<file path="config.mk">
export PLATFORM = sky130hd
export DESIGN_NAME = port_group_control
export DESIGN_NICKNAME = d
export VERILOG_FILES = /design/src/include/port_group_pkg.sv /design/src/hdl/port_group_control.sv
export SDC_FILE = /design/constraint.sdc
export NUM_CORES = 1
export LEC_CHECK = 0
export BUFFER_PORTS_ARGS = -buffer_cell sky130_fd_sc_hd__buf_2
export CAP_MARGIN = 25
export CORE_MARGIN = 2
export CORE_UTILIZATION = 65
export CTS_BUF_LIST = sky130_fd_sc_hd__clkbuf_2 sky130_fd_sc_hd__clkbuf_4 sky130_fd_sc_hd__clkbuf_8
export DETAILED_ROUTE_END_ITERATION = 8
export GPL_TIMING_DRIVEN = 0
export PLACE_DENSITY = 0.87
export SLEW_MARGIN = 20
export SYNTH_ARGS = -nofsm -noshare
export SYNTH_HDL_FRONTEND = slang
export SYNTH_SLANG_ARGS = --single-unit
</file>
<file path="constraint.sdc">
create_clock -name clk -period 5.5 [get_ports clk]
set_input_delay 0.275 -clock clk [delete_from_list [all_inputs] [get_ports clk]]
set_output_delay 0.275 -clock clk [all_outputs]
set_load 0.01 [all_outputs]
</file>
<file path="src/include/port_group_pkg.sv">
// Package with register map, field layout and types of the port group controller.
package port_group_pkg;

  localparam int          PINS_PER_GROUP   = 8;
  localparam int          MAX_GROUPS       = 13;
  localparam int          ADDR_W           = 8;
  localparam int          REGS_PER_GROUP   = 8;

  // Byte offsets inside one group's window; group g sits at g * GROUP_STRIDE.
  localparam logic [7:0]  OFS_DATA         = 8'h00;
  localparam logic [7:0]  OFS_IO_ENABLE    = 8'h04;
  localparam logic [7:0]  OFS_PULL         = 8'h08;
  localparam logic [7:0]  OFS_IRQ_FLAGS    = 8'h0C;
  localparam logic [7:0]  OFS_IRQ_CTRL     = 8'h10;
  localparam logic [7:0]  OFS_DEBOUNCE     = 8'h14;
  localparam logic [7:0]  OFS_MODE         = 8'h18;
  localparam logic [7:0]  OFS_FUNCTION     = 8'h1C;
  localparam logic [7:0]  GROUP_STRIDE     = 8'h20;
  localparam logic [7:0]  ADDR_CLOCK_CTRL  = 8'hF0;
  localparam logic [7:0]  ADDR_GROUP_SUM   = 8'hF4;

  localparam int          HI_LSB           = 8;
  localparam int          DIV_LSB          = 4;
  localparam int          KEY_LSB          = 2;
  localparam int          SRC_LSB          = 0;
  localparam int          DBG_BIT          = 8;
  localparam int          DIV_W            = 4;
  localparam int          FN_W             = 2;
  localparam logic [15:0] CLKCTRL_MASK     = 16'h01FF;
  localparam logic [15:0] RESET_WORD       = 16'h0000;
  localparam logic [31:0] UNMAPPED_READ    = 32'h0000_0000;

  localparam logic [1:0]  SRC_INTERNAL     = 2'h0;
  localparam logic [1:0]  SRC_LOW_SPEED    = 2'h1;
  localparam logic [1:0]  SRC_HIGH_SPEED   = 2'h2;
  localparam logic [1:0]  SRC_EXTERNAL     = 2'h3;
  localparam logic [1:0]  KEY_OFF          = 2'h0;
  localparam logic [1:0]  KEY_TWO          = 2'h1;
  localparam logic [1:0]  KEY_THREE        = 2'h2;
  localparam logic [1:0]  KEY_FOUR         = 2'h3;
  localparam logic [3:0]  DIV_MAX          = 4'hF;
  localparam int          FILTER_STAGES    = 3;

  typedef struct packed {
    logic [7:0] drive;
    logic [7:0] drive_en;
    logic [7:0] pull_en;
    logic [7:0] pull_up;
  } pad_ctrl_t;

  typedef struct packed {
    logic [1:0] source;
    logic [3:0] divider;
    logic       debug_run;
    logic [1:0] key_cfg;
  } clk_cfg_t;

endpackage

</file>
<file path="src/hdl/port_group_control.sv">
// Port group pin controller with Avalon-MM register slave, debounce and key-entry reset.
`timescale 1ns/1ps

module port_group_control #(
  parameter int          GROUPS      = 4,
  parameter logic [3:0]  SRC_PRESENT = 4'hF,
  parameter logic [12:0] IRQ_GROUPS  = 13'h1FFF
) (
  input  wire logic                                        clk,
  input  wire logic                                        arst_n,
  input  wire logic [port_group_pkg::ADDR_W-1:0]           avs_address,
  input  wire logic                                        avs_read,
  input  wire logic                                        avs_write,
  input  wire logic [31:0]                                 avs_writedata,
  input  wire logic [3:0]                                  avs_byteenable,
  output logic      [31:0]                                 avs_readdata,
  output logic                                             avs_waitrequest,
  input  wire logic                                        protect_unlocked,
  input  wire logic                                        debug_mode,
  input  wire logic [3:0]                                  source_ticks,
  input  wire logic [GROUPS*port_group_pkg::PINS_PER_GROUP-1:0] pad_in,
  output logic      [GROUPS*port_group_pkg::PINS_PER_GROUP-1:0] pad_out,
  output logic      [GROUPS*port_group_pkg::PINS_PER_GROUP-1:0] pad_oe,
  output logic      [GROUPS*port_group_pkg::PINS_PER_GROUP-1:0] pad_pull_en,
  output logic      [GROUPS*port_group_pkg::PINS_PER_GROUP-1:0] pad_pull_up,
  input  wire logic [GROUPS*port_group_pkg::PINS_PER_GROUP-1:0] periph_out,
  input  wire logic [GROUPS*port_group_pkg::PINS_PER_GROUP-1:0] periph_oe,
  output logic      [GROUPS*port_group_pkg::PINS_PER_GROUP-1:0] periph_in,
  output logic      [GROUPS*port_group_pkg::PINS_PER_GROUP*2-1:0] function_code,
  output logic      [GROUPS-1:0]                           irq_out,
  output logic                                             key_reset_req
);
  import port_group_pkg::*;

  localparam int NPINS = GROUPS * PINS_PER_GROUP;

  logic [7:0]   out_level_r          [GROUPS];
  logic [7:0]   input_enable_bits_r  [GROUPS];
  logic [7:0]   output_enable_bits_r [GROUPS];
  logic [7:0]   pull_direction_r     [GROUPS];
  logic [7:0]   pull_enable_r        [GROUPS];
  logic [7:0]   pin_irq_flag_r       [GROUPS];
  logic [7:0]   irq_edge_select_r    [GROUPS];
  logic [7:0]   pin_irq_enable_r     [GROUPS];
  logic [7:0]   debounce_enable_r    [GROUPS];
  logic [7:0]   peripheral_mode_r    [GROUPS];
  logic [15:0]  function_sel_r       [GROUPS];
  clk_cfg_t     clk_cfg_r;
  logic [NPINS-1:0] sync1_r;
  logic [NPINS-1:0] sync2_r;
  logic [NPINS-1:0] sync3_r;
  logic [NPINS-1:0] clean_r;
  logic [NPINS-1:0] filt_a_r;
  logic [NPINS-1:0] filt_b_r;
  logic [NPINS-1:0] filt_c_r;
  logic [NPINS-1:0] filt_r;
  logic [NPINS-1:0] level_prev_r;
  logic [15:0]  div_cnt_r;
  logic         tick_prev_r;
  logic         ack_r;
  logic [31:0]  rdata_nxt;

  logic [NPINS-1:0] pin_level;
  logic [NPINS-1:0] filtered;
  logic             div_tick;
  logic             src_tick;
  logic             clk_run;
  logic             req;
  logic [7:0]       grp_idx;
  logic [7:0]       reg_ofs;
  logic             grp_hit;
  logic [GROUPS-1:0] sum_bits;
  logic [15:0]      wmask;
  logic [15:0]      wdat;

  assign req     = (avs_read || avs_write) && !ack_r;
  assign grp_idx = avs_address / GROUP_STRIDE;
  assign reg_ofs = avs_address % GROUP_STRIDE;
  assign grp_hit = (grp_idx < 8'(GROUPS));
  assign wmask   = {{8{avs_byteenable[1]}}, {8{avs_byteenable[0]}}};
  assign wdat    = avs_writedata[15:0];

  // One wait cycle per access: read data is taken on the edge where ack_r is low, a write on the edge where it is high.
  always_ff @(posedge clk or negedge arst_n)
  begin
    if (!arst_n)
      ack_r <= 1'b0;
    else
      ack_r <= req;
  end

  always_comb
  begin
    avs_waitrequest = !ack_r;
  end

  // Debounce clock: selected source ticks, divided, gated in debug mode.
  always_comb
  begin
    src_tick = 1'b0;
    if (SRC_PRESENT[clk_cfg_r.source])
      src_tick = source_ticks[clk_cfg_r.source];
    clk_run = !debug_mode || clk_cfg_r.debug_run;
  end

  always_ff @(posedge clk or negedge arst_n)
  begin
    if (!arst_n)
    begin
      div_cnt_r   <= RESET_WORD;
      tick_prev_r <= 1'b0;
    end
    else
    begin
      tick_prev_r <= src_tick && clk_run;
      if (src_tick && clk_run)
        div_cnt_r <= div_cnt_r + 16'h0001;
    end
  end

  // External source is undivided; otherwise a tick every 2^divider source ticks.
  always_comb
  begin
    if (clk_cfg_r.source == SRC_EXTERNAL || clk_cfg_r.divider == 4'h0)
      div_tick = tick_prev_r;
    else
      div_tick = tick_prev_r &&
                 ((div_cnt_r & ((16'h0001 << clk_cfg_r.divider) - 16'h0001)) == 16'h0000);
  end

  // Pins pass three flops; a change counts when the second and third agree.
  always_ff @(posedge clk or negedge arst_n)
  begin
    if (!arst_n)
    begin
      sync1_r <= '0;
      sync2_r <= '0;
      sync3_r <= '0;
      clean_r <= '0;
    end
    else
    begin
      sync1_r <= pad_in;
      sync2_r <= sync1_r;
      sync3_r <= sync2_r;
      for (int i = 0; i < NPINS; i++)
        if (sync2_r[i] == sync3_r[i])
          clean_r[i] <= sync3_r[i];
    end
  end

  // A level must survive three debounce samples, i.e. two to three clock periods.
  always_ff @(posedge clk or negedge arst_n)
  begin
    if (!arst_n)
    begin
      filt_a_r <= '0;
      filt_b_r <= '0;
      filt_c_r <= '0;
      filt_r   <= '0;
    end
    else if (div_tick)
    begin
      filt_a_r <= clean_r;
      filt_b_r <= filt_a_r;
      filt_c_r <= filt_b_r;
      for (int i = 0; i < NPINS; i++)
        if (filt_a_r[i] == filt_b_r[i] && filt_b_r[i] == filt_c_r[i])
          filt_r[i] <= filt_c_r[i];
    end
  end

  // A stopped debounce clock would freeze the filter, so the filter is bypassed then.
  always_comb
  begin
    for (int g = 0; g < GROUPS; g++)
      for (int p = 0; p < PINS_PER_GROUP; p++)
      begin
        filtered[g*PINS_PER_GROUP+p] = (debounce_enable_r[g][p] && clk_run) ?
                                       filt_r[g*PINS_PER_GROUP+p] :
                                       clean_r[g*PINS_PER_GROUP+p];
        pin_level[g*PINS_PER_GROUP+p] = input_enable_bits_r[g][p] &&
                                        !peripheral_mode_r[g][p] &&
                                        filtered[g*PINS_PER_GROUP+p];
      end
  end

  always_ff @(posedge clk or negedge arst_n)
  begin
    if (!arst_n)
      level_prev_r <= '0;
    else
      level_prev_r <= pin_level;
  end

  // Pad and peripheral routing, all registered.
  always_ff @(posedge clk or negedge arst_n)
  begin
    if (!arst_n)
    begin
      pad_out       <= '0;
      pad_oe        <= '0;
      pad_pull_en   <= '0;
      pad_pull_up   <= '0;
      periph_in     <= '0;
      function_code <= '0;
    end
    else
    begin
      for (int g = 0; g < GROUPS; g++)
        for (int p = 0; p < PINS_PER_GROUP; p++)
        begin
          if (peripheral_mode_r[g][p])
          begin
            pad_out[g*PINS_PER_GROUP+p]     <= periph_out[g*PINS_PER_GROUP+p];
            pad_oe[g*PINS_PER_GROUP+p]      <= periph_oe[g*PINS_PER_GROUP+p];
            pad_pull_en[g*PINS_PER_GROUP+p] <= 1'b0;
            periph_in[g*PINS_PER_GROUP+p]   <= clean_r[g*PINS_PER_GROUP+p];
            function_code[(g*PINS_PER_GROUP+p)*FN_W +: FN_W] <= function_sel_r[g][p*FN_W +: FN_W];
          end
          else
          begin
            pad_out[g*PINS_PER_GROUP+p]     <= out_level_r[g][p];
            pad_oe[g*PINS_PER_GROUP+p]      <= output_enable_bits_r[g][p];
            pad_pull_en[g*PINS_PER_GROUP+p] <= pull_enable_r[g][p] &&
                                               !output_enable_bits_r[g][p];
            periph_in[g*PINS_PER_GROUP+p]   <= 1'b0;
            function_code[(g*PINS_PER_GROUP+p)*FN_W +: FN_W] <= 2'h0;
          end
          pad_pull_up[g*PINS_PER_GROUP+p] <= pull_direction_r[g][p];
        end
    end
  end

  // Per-group registers; writes take effect on the accepted edge.
  always_ff @(posedge clk or negedge arst_n)
  begin
    if (!arst_n)
    begin
      for (int g = 0; g < GROUPS; g++)
      begin
        out_level_r[g]          <= 8'h00;
        input_enable_bits_r[g]  <= 8'h00;
        output_enable_bits_r[g] <= 8'h00;
        pull_direction_r[g]     <= 8'h00;
        pull_enable_r[g]        <= 8'h00;
        irq_edge_select_r[g]    <= 8'h00;
        pin_irq_enable_r[g]     <= 8'h00;
        debounce_enable_r[g]    <= 8'h00;
        peripheral_mode_r[g]    <= 8'h00;
        function_sel_r[g]       <= 16'h0000;
      end
    end
    else if (ack_r && avs_write && grp_hit)
    begin
      for (int g = 0; g < GROUPS; g++)
        if (grp_idx == 8'(g))
          case (reg_ofs)
            OFS_DATA:
              if (avs_byteenable[1])
                out_level_r[g] <= wdat[15:8];
            OFS_IO_ENABLE:
            begin
              if (avs_byteenable[1])
                input_enable_bits_r[g] <= wdat[15:8];
              if (avs_byteenable[0])
                output_enable_bits_r[g] <= wdat[7:0];
            end
            OFS_PULL:
            begin
              if (avs_byteenable[1])
                pull_direction_r[g] <= wdat[15:8];
              if (avs_byteenable[0])
                pull_enable_r[g] <= wdat[7:0];
            end
            OFS_IRQ_CTRL:
            begin
              if (avs_byteenable[1])
                irq_edge_select_r[g] <= wdat[15:8];
              if (avs_byteenable[0])
                pin_irq_enable_r[g] <= wdat[7:0];
            end
            OFS_DEBOUNCE:
              if (avs_byteenable[0])
                debounce_enable_r[g] <= wdat[7:0];
            OFS_MODE:
              if (avs_byteenable[0])
                peripheral_mode_r[g] <= wdat[7:0];
            OFS_FUNCTION:
              function_sel_r[g] <= (function_sel_r[g] & ~wmask) | (wdat & wmask);
            default:
              ;
          endcase
    end
  end

  // Flags: a selected edge sets, a written one clears, and the set wins.
  always_ff @(posedge clk or negedge arst_n)
  begin
    if (!arst_n)
    begin
      for (int g = 0; g < GROUPS; g++)
        pin_irq_flag_r[g] <= 8'h00;
    end
    else
    begin
      for (int g = 0; g < GROUPS; g++)
        for (int p = 0; p < PINS_PER_GROUP; p++)
        begin
          if (level_prev_r[g*PINS_PER_GROUP+p] != pin_level[g*PINS_PER_GROUP+p] &&
              pin_level[g*PINS_PER_GROUP+p] != irq_edge_select_r[g][p] &&
              IRQ_GROUPS[g])
            pin_irq_flag_r[g][p] <= 1'b1;
          else if (ack_r && avs_write && grp_idx == 8'(g) && reg_ofs == OFS_IRQ_FLAGS &&
                   avs_byteenable[0] && wdat[p])
            pin_irq_flag_r[g][p] <= 1'b0;
        end
    end
  end

  // Clock control is write protected.
  always_ff @(posedge clk or negedge arst_n)
  begin
    if (!arst_n)
      clk_cfg_r <= '0;
    else if (ack_r && avs_write && avs_address == ADDR_CLOCK_CTRL && protect_unlocked)
    begin
      if (avs_byteenable[1])
        clk_cfg_r.debug_run <= wdat[DBG_BIT];
      if (avs_byteenable[0])
      begin
        clk_cfg_r.divider <= wdat[DIV_LSB +: DIV_W];
        clk_cfg_r.key_cfg <= wdat[KEY_LSB +: 2];
        if (SRC_PRESENT[wdat[SRC_LSB +: 2]])
          clk_cfg_r.source <= wdat[SRC_LSB +: 2];
      end
    end
  end

  always_comb
  begin
    for (int g = 0; g < GROUPS; g++)
      sum_bits[g] = IRQ_GROUPS[g] && |(pin_irq_flag_r[g] & pin_irq_enable_r[g]);
  end

  // Read mux; reserved and unmapped bits read as zero.
  always_comb
  begin
    rdata_nxt = UNMAPPED_READ;
    if (avs_address == ADDR_CLOCK_CTRL)
      rdata_nxt[15:0] = {7'h00, clk_cfg_r.debug_run, clk_cfg_r.divider,
                         clk_cfg_r.key_cfg, clk_cfg_r.source};
    else if (avs_address == ADDR_GROUP_SUM)
      rdata_nxt[GROUPS-1:0] = sum_bits;
    else if (grp_hit)
    begin
      for (int g = 0; g < GROUPS; g++)
        if (grp_idx == 8'(g))
          case (reg_ofs)
            OFS_DATA:      rdata_nxt[15:0] = {out_level_r[g], level_prev_r[g*8 +: 8]};
            OFS_IO_ENABLE: rdata_nxt[15:0] = {input_enable_bits_r[g], output_enable_bits_r[g]};
            OFS_PULL:      rdata_nxt[15:0] = {pull_direction_r[g], pull_enable_r[g]};
            OFS_IRQ_FLAGS: rdata_nxt[15:0] = {8'h00, pin_irq_flag_r[g]};
            OFS_IRQ_CTRL:  rdata_nxt[15:0] = {irq_edge_select_r[g], pin_irq_enable_r[g]};
            OFS_DEBOUNCE:  rdata_nxt[15:0] = {8'h00, debounce_enable_r[g]};
            OFS_MODE:      rdata_nxt[15:0] = {8'h00, peripheral_mode_r[g]};
            OFS_FUNCTION:  rdata_nxt[15:0] = function_sel_r[g];
            default:       rdata_nxt = UNMAPPED_READ;
          endcase
    end
  end

  always_ff @(posedge clk or negedge arst_n)
  begin
    if (!arst_n)
      avs_readdata <= UNMAPPED_READ;
    else if (req && avs_read)
      avs_readdata <= rdata_nxt;
  end

  always_ff @(posedge clk or negedge arst_n)
  begin
    if (!arst_n)
      irq_out <= '0;
    else
      irq_out <= sum_bits;
  end

  // Key-entry reset looks at group 0 levels, filtered where debounce is enabled and the debounce clock runs.
  always_ff @(posedge clk or negedge arst_n)
  begin
    if (!arst_n)
      key_reset_req <= 1'b0;
    else
      case (clk_cfg_r.key_cfg)
        KEY_TWO:   key_reset_req <= ~|filtered[1:0];
        KEY_THREE: key_reset_req <= ~|filtered[2:0];
        KEY_FOUR:  key_reset_req <= ~|filtered[3:0];
        default:   key_reset_req <= 1'b0;
      endcase
  end

endmodule // port_group_control

</file>
# Word-level counts from Yosys, hierarchy flattened
# Cells that the tools add are included.
[classes] mux=284 n_addsub=2 n_reduce_logical=435 n_eq_ne=176 magnitude_cmp=3 shift=1 bitwise=15
[op_table] op="$pmux 16 s8" n=4
[op_table] op="$logic_and 1x1->1" n=244
[op_table] op="$mux 1" n=229
[op_table] op="$mux 32" n=7
[op_table] op="$reduce_and 4->1" n=36
[op_table] op="$and 16x16->16" n=6
[op_table] op="$eq 1x1->1" n=96
[op_table] op="$mux 16" n=6
[op_table] op="$logic_not 1->1" n=69
[op_table] op="$reduce_and 2->1" n=34
[op_table] op="$mux 2" n=32
[op_table] op="$ne 1x1->1" n=64
[op_table] op="$or 16x16->16" n=4
[op_table] op="$reduce_bool 2->1" n=32
[op_table] op="$reduce_or 8->1" n=5
[op_table] op="$and 8x8->8" n=4
[op_table] op="$mux 28" n=1
[op_table] op="$eq 5x5->1 const B" n=4
[op_table] op="$add 16x1->16 const B" n=1
[op_table] op="$eq 8x8->1 const B" n=2
[op_table] op="$logic_not 16->1" n=1
[op_table] op="$logic_not 8->1" n=2
[op_table] op="$not 16->16" n=1
[op_table] op="$shl 1x4->16 const A" n=1
[op_table] op="18 further kinds" n=31
[totals] in_bits=150 word_cells=1075 ff_bits=960 out_inout_bits=262

# Depth between registers and ports, before layout
# Gate-level depths: netlist of run 1.
[depth] depth_word=14 depth_mapped=13 ltp_nobuf=9

# Worst setup path after synthesis of run 1
# Ideal clock, no wire load.
[synth_path] kind="reg-to-reg" start="register clk_cfg_r[5] (netlist bit)" end="register filt_a_r[0]" slack_ns=2.667 t_required_ns=5.373 arrival_time_ns=2.705 path_buffers=4 setup_ns=0.127 synth_period_minus_slack_ns=2.833 stages_incl_launch_ff=13 path_cell_list="dfrtp_1 > clkbuf_1 > nor3_1 > nand2_1 > ha_1 > buf_2 > or3b_2 > a21oi_1 > a2111oi_2 > a41oi_2 > buf_2 > buf_6 > mux2_1"
[synth_via] elab_chain_len=6 word_cells_on_any_way=8 classes_between="1 x add/sub; 1 x shift; 1 x mux; 1 x bitwise; 4 x reduce/logical"
[synth_lines] element="start, declared" line="port_group_control.sv:48" rtl="clk_cfg_t clk_cfg_r;"
[synth_lines] element="$shl 1x4->16" line="port_group_control.sv:128" rtl="((div_cnt_r & ((16'h0001 << clk_cfg_r.divider) - 16'h0001)) == 16'h0000);"
[synth_lines] element="$sub 16x1->16" line="port_group_control.sv:128"
[synth_lines] element="$and 16x16->16" line="port_group_control.sv:128"
[synth_lines] element="$logic_not 16->1" line="port_group_control.sv:128"
[synth_lines] element="$logic_and 1x1->1" line="port_group_control.sv:127" rtl="div_tick = tick_prev_r &&"
[synth_lines] element="$mux 1 (*)" line="port_group_control.sv:124" rtl="if (clk_cfg_r.source == SRC_EXTERNAL || clk_cfg_r.divider == 4'h0)"
[synth_lines] element="end signal, assigned" line="port_group_control.sv:164" rtl="filt_a_r <= clean_r;"
[synth_lines] element="end, declared" line="port_group_control.sv:53" rtl="logic [NPINS-1:0] filt_a_r;"
# Every way passes the cells marked *; elsewhere a longest branch is shown, timed or not.
# A chain may end at the register's enable or synchronous reset.

# Final worst setup path of run 1
[layout_path] start="register clk_cfg_r[5] (netlist bit)" end="register filt_r[31]"
[layout_via] elab_chain_len=7 word_cells_on_any_way=9 classes_between="1 x add/sub; 1 x shift; 1 x mux; 1 x bitwise; 5 x reduce/logical"
[layout_lines] element="$shl 1x4->16" line="port_group_control.sv:128"
[layout_lines] element="$sub 16x1->16" line="port_group_control.sv:128"
[layout_lines] element="$and 16x16->16" line="port_group_control.sv:128"
[layout_lines] element="$logic_not 16->1" line="port_group_control.sv:128"
[layout_lines] element="$logic_and 1x1->1" line="port_group_control.sv:127"
[layout_lines] element="$mux 1 (*)" line="port_group_control.sv:124"
[layout_lines] element="$reduce_and 2->1 (no line) (*)"
[layout_lines] element="end signal, assigned by index" line="port_group_control.sv:169" rtl="filt_r[i] <= filt_c_r[i];"
[layout_lines] element="end, declared" line="port_group_control.sv:56" rtl="logic [NPINS-1:0] filt_r;"
# Marks and branches as above.

==> results.txt, run 1 <==
Status - completed
Clk buf depth - 3
Hold WC Path Type - input pin to register
Routed Antenna Nets - 0
RSZ-0062 raised after global routing - no
IO Pins - 412
Total Power - 16.1 mW
Layout Skew - 49.6 ps
Fin nets - 3626
Clk slew on worst S/H paths - 70 ps
Final Cycle Share - 81.4%
CTS sink cnt - 943
Max IR drop VDD - 0.425 mV
Slew @ Worst Pin - 1180 ps
First-pass GRT wire length - 230 mm
Num CTS Buffers - 147
Total congestion overflow - 0
First-pass DRT Iterations - 7
Number of flip-flops in the largest register - 64
Total Wirelength - 163 mm
H-Tree Depth - 4
Worst rel slew slack - 21.6%
Largest Register - function_code
Largest cells by area after synthesis - dfrtp_1 (62%), mux2_2 (14%), a22oi_1 (2.5%)
Post-synth ARST share - 100%
Core region area - 57600 µm²
TNS Setup - 0 ps
Register share of total power - 48.9%
Routed metal-1 wire length - 54.7 mm
Metal3 WL - 24.3 mm
Post-Syn Instances - 2832
Initial core utilization - 65.7%
I/O Buffers - 358
Top Layer Used - met5
Achievable frequency - 223 MHz
Top cell type's share of synthesized area - 62.4%
Clk root buf - clkbuf_8
Clock Power Share - 42.4%
DIE AREA - 60100 µm²
Die H - 245 µm
Cts repair resizes - 0
Routed wl met2 - 70.0 mm
Largest net degree at the start of global routing - 157
CP Class - register to register
CTS tree - done
Wirelength per Cell - 37.4 µm
Biggest area consumer among synthesized cells - dfrtp_1
Dpl ws - 1420 ps
Count of final setup violators - 0
Max-Cap Viols - 0
CP Data Required Time - 6240 ps
Critical path capture point type - register
Register area share after synthesis - 62.4%
Synth unique cells - 68
Worst path arrival time - 5220 ps
Initial antenna violation count - 14
EDFF count, synth - 0
Horiz. Die Dim - 245 µm
P_int - 11.6 mW
Vias in the first global route - 32200
DR vias - 31500
Layout cells sized above 1 - 34.3%
Placer Congestion - 1.10
Syn. warnings - 0
Sw frac - 28.3%
Clk_lat worst skew - 860 ps
Site Rows - 88
Top_reg_cell synth - dfrtp_1
Combinational Power Share - 8.7%
Pwr per Cell Area - 356 nW/µm²
Avg Inst Size Synth - 13.4 µm²
Final hold viol count - 0
Top-count cell post-synth - dfrtp_1
Slew Limit Fails - 0
Minimum clock period - 4480 ps
Commonest cells in the netlist - dfrtp_1 (943), mux2_2 (478), nand2_1 (201)
Layout area overhead - 19.9%
Startpoint Class - register
#FFs+latches synth - 943
Detailed Route Iter0 Violations - 5530
Mapped cell area - 37800 µm²
Sw Pwr - 4.56 mW
Setup slack after layout - 1020 ps
Residual DRC - 0
Worst Path Max Fanout - 10
DR vias/cell - 7.23
Tot GR Track Use - 54.7%
Post-DP HPWL - 101 mm
Leakage - 22.2 nW
[kinds of logic (layout without fill, tap and decap cells)]
kind of cell	Yosys count	count (layout)	synth area share, %
compound gates	397	397	7.85
xor+xnor	16	16	0.371
fa+ha+maj	34	34	0.913
buf+inv	192	930	2.33
flops	943	943	62.4
mux	561	561	16.6
other cells	1	24	0.00992
simple gates	688	688	9.49
[path summary, 6_finish.rpt]
kind / start / endpoint / slack, ps / cells past startpoint
setup / recovery: clk_cfg_r[5] / filt_r[31] / 1020 / 13
hold / removal: avs_writedata[0] / peripheral_mode_r[0] / 40 / 2
setup reg to reg: clk_cfg_r[5] / filt_r[31] / 1020 / 13
hold reg to reg: sync1_r[11] / sync2_r[11] / 350 / 0
max in group asynchronous: arst_n / clean_r[1] / 3060 / 6
min in group asynchronous: arst_n / pin_irq_flag_r[8] / 490 / 3
[through the flow]
| step | area (µm²) | hold WS [ps] | utilization, % | std cells |
|---|---|---|---|---|
| 4_1_cts | 45300 | 29.4 | 78.6 | 4346 |
| 3_3_place_gp | 40600 | 331 | 70.5 | 3970 |
| 2_1_floorplan | 37900 | -20.6 | - | 2847 |
| 6_report | 45300 | 42.1 | 78.7 | 4358 |
| 3_5_place_dp | 40900 | 211 | 71.0 | 3982 |
| 5_1_grt | 45300 | 16.3 | 78.7 | 4352 |
[cells in the final DEF, fill, tap and decap left out, types with 33 or more instances in the layout]
cell and count:
a22oi_1 128, mux2_2 478, clkbuf_1 109, dfrtp_1 943, nor3b_1 64, nor2_1 103, o31ai_1 35, a221o_1 33
nand2_1 201, dlygate4sd3_1 104, o211ai_1 34, buf_2 403, clkbuf_4 36, mux2_1 40, mux2i_1 41, and3_1 64
clkbuf_8 187, a21oi_1 39, and2_1 103, nand3_1 70, a31oi_1 42
[critical path, stage by stage, from the launching register on]
cell	delay [ps]
dfrtp_1	480
clkbuf_1	560
nor3_1	160
nand2_1	130
ha_1	150
buf_2	200
or3b_2	460
a21oi_1	170
a2111oi_2	60
a41oi_2	840
buf_2	440
buf_2	450
nand2_1	130
o211ai_1	140
[power by group through the flow]
stage          Clock (mW)  Sequential (mW)  Combinational [mW]
6_report             6.84             7.90                1.40
3_3_place_gp            0             7.83                1.07
3_5_place_dp            0             7.88                1.18
2_1_floorplan           0             7.74               0.615
4_1_cts              6.65             7.81                1.30
5_1_grt              7.04             7.90                1.44
[metal layers]
| metal | up-vias | GRT usage, % |
|---|---|---|
| met5 | - | 0 |
| met4 | 12 | 38.9 |
| met3 | 972 | 22.8 |
| met2 | 3392 | 78.2 |
| met1 | 15600 | 67.2 |
| li1 | 11600 | - |
[cell type report]
class	instances	area, µm²
antenna	8	20.0
tap	765	957
clock buffer	223	2840
buffer	186	862
inverter	6	22.5
clock inverter	37	464
fill	2938	12300
sequential	943	23600
timing repair buffer	478	3170
multi-input combinational	1712	13400
[what timing repair did]
action                    in CTS  in global routing
setup buffers                  0                  0
hold endpoints to repair     550                  2
hold buffers                 104                  1
No activity file was read; power rests on OpenSTA's default activity.
==> run 2, diff against run 1 <==
--- a/config.mk
+++ b/config.mk
@@ -8,11 +8,11 @@
 export BUFFER_PORTS_ARGS = -buffer_cell sky130_fd_sc_hd__buf_2
 export CAP_MARGIN = 25
 export CORE_MARGIN = 2
-export CORE_UTILIZATION = 65
+export CORE_UTILIZATION = 55
 export CTS_BUF_LIST = sky130_fd_sc_hd__clkbuf_2 sky130_fd_sc_hd__clkbuf_4 sky130_fd_sc_hd__clkbuf_8
 export DETAILED_ROUTE_END_ITERATION = 8
 export GPL_TIMING_DRIVEN = 0
-export PLACE_DENSITY = 0.87
+export PLACE_DENSITY = 0.78
 export SLEW_MARGIN = 20
 export SYNTH_ARGS = -nofsm -noshare
 export SYNTH_HDL_FRONTEND = slang
==> constraint.sdc (replaced) <==
create_clock -name clk -period 3.6 [get_ports clk]
set_input_delay 0.18 -clock clk [delete_from_list [all_inputs] [get_ports clk]]
set_output_delay 0.18 -clock clk [all_outputs]
set_load 0.01 [all_outputs]
==> run 2 against run 1 <==
Compared with the run above:
- sequential power grew 51%
- sequential share of layout area down 0.26 points
- clock-buffer cell count increased by 11
- largest cell class unchanged
- critical path depth fell by 1
- critical endpoint is now filt_b_r[29]
- power grew 44%
- critical path type unchanged
==> results.txt, run 2 (synthesis gave the netlist of run 1 again) <==
Slew @ Worst Pin - 1220 ps (+40.3 ps)
Count of final setup violators - 0 (unchanged)
Core region area - 68300 µm² (+19%)
RSZ-0062 raised after global routing - no
Vias in the first global route - 28000 (-13%)
Horiz. Die Dim - 266 µm (+8.6%)
First-pass GRT wire length - 194 mm (-16%)
Status - completed
Clk_lat worst skew - 810 ps (-50 ps)
Detailed Route Iter0 Violations - 3742 (-32%)
Layout cells sized above 1 - 33.6% (-0.62 points)
Leakage - 22.2 nW (about the same)
I/O Buffers - 358 (unchanged)
IO Pins - 412 (unchanged)
Fin nets - 3662 (+0.99%)
Startpoint Class - register
Post-DP HPWL - 95.6 mm (-5.6%)
Initial core utilization - 55.3% (-10 points)
CP Class - register to register
Placer Congestion - 1.01 (-8.0%)
Layout Skew - 34.7 ps (-14.9 ps)
Achievable frequency - 289 MHz (+29%)
Worst rel slew slack - 16.9% (-4.8 points)
Pwr per Cell Area - 510 nW/µm² (+43%)
Site Rows - 96 (+9.1%)
Clk buf depth - 3 (unchanged)
Residual DRC - 0 (unchanged)
Commonest non-fill, non-tap cell in the layout - dfrtp_1
Max-Cap Viols - 0 (unchanged)
Clk slew on worst S/H paths - 70 ps (about the same)
DR vias/cell - 6.34 (-12%)
Layout area overhead - 20.5%
Total congestion overflow - 0 (unchanged)
Die H - 266 µm (+8.6%)
Most frequent cells in the layout - dfrtp_1 (943), mux2_2 (478), buf_2 (403)
DIE AREA - 70900 µm² (+18%)
Number of flip-flops in the largest register - 64 (unchanged)
Slew Limit Fails - 0 (unchanged)
Clk root buf - clkbuf_8
Critical path capture point type - register
CTS sink cnt - 943 (unchanged)
CP Data Required Time - 4270 ps (-1970 ps)
Largest Register - function_code
Hold WC Path Type - input pin to register
Setup Buffers After CTS - 0 (unchanged)
Wirelength per Cell - 30.4 µm (-19%)
Worst Path Max Fanout - 10 (unchanged)
First-pass DRT Iterations - 7 (unchanged)
Minimum clock period - 3470 ps (-1010 ps)
H-Tree Depth - 4 (unchanged)
DR vias - 28500 (-9.6%)
Final Cycle Share - 96.3% (+15 points)
Max IR drop VDD - 0.479 mV (+13%)
Final hold viol count - 0 (unchanged)
Initial antenna violation count - 10 (-4)
Routed Antenna Nets - 0 (unchanged)
Final Core Density - 66.6% (-12 points)
Num CTS Buffers - 152 (+3.4%)
Worst path arrival time - 4130 ps (-1090 ps)
Hold slack - 39.3 ps (-2.82 ps)
Largest net degree at the start of global routing - 144 (-8.3%)
CTS tree - done
Total Wirelength - 137 mm (-16%)
Tot GR Track Use - 38.6% (-16 points)
## run 2: final timing paths
check / start / endpoint / slack, ps / cells after the start
max in group asynchronous: arst_n / filt_r[6] / 1390 / 6
worst min register to register: sync1_r[20] / sync2_r[20] / 340 / 0
worst max register to register: clk_cfg_r[4] / filt_b_r[29] / 130 / 12
worst min-delay path: avs_address[4] / avs_readdata[15] / 40 / 4
worst max-delay path: clk_cfg_r[4] / filt_b_r[29] / 130 / 12
min in group asynchronous: arst_n / pad_pull_up[25] / 550 / 4
## run 2: metrics by stage
step | power (mW) | instances | setup TNS [ps] | instance area [µm²] | worst slack [ps]
floorplan | 12.8 | 2847 | 0 | 37900 | 767
detailed placement | 13.7 | 4097 | -16370 | 41000 | -246
global route | 24.0 | 4490 | 0 | 45500 | 17.0
finish | 23.2 | 4492 | 0 | 45500 | 135
global placement | 13.6 | 4087 | - | 40800 | -17680
CTS | 23.2 | 4488 | 0 | 45500 | 134
## run 2: final cells by class
class / count / area (µm²)
flip-flops and latches: 943 / 23600
fillers: 4960 / 22800
multi-input cells: 1712 / 13400
repair buffers: 509 / 3470
clock buffers: 234 / 2950
well taps: 882 / 1100
plain buffers: 186 / 860
clock inverters: 16 / 131
inverters: 6 / 22.5
diodes: 4 / 10.0
## run 2: timing repair
action,4_1_cts,5_1_grt
hold endpoints to repair,451,0
resized for setup,2,1
hold buffers,141,0
endpoints found under the setup margin,128,36
pin swaps,0,1
## run 2: metal layers
layer  up-vias  part of all wire, %  track usage (%)
li1      11600                    -                -
met1     14500                   39             52.4
met2      1877                   44             56.5
met3       468                   11             10.4
met4         8                  6.0             21.9
met5         -                 0.10             1.11
## run 2: critical path, stage by stage (launching register included)
cell and delay (ps):
dfrtp_1 480, buf_2 340, nor3_1 80, nand2_1 80, ha_1 130, buf_2 190, or3b_2 460, a21oi_1 190
a2111oi_2 80, a41oi_4 410, buf_2 340, buf_6 220, mux2_1 340
## run 2: report_power, final
group	internal, mW	switching, mW
combinational	0.808	1.08
sequential	11.2	0.621
clock	5.23	4.24
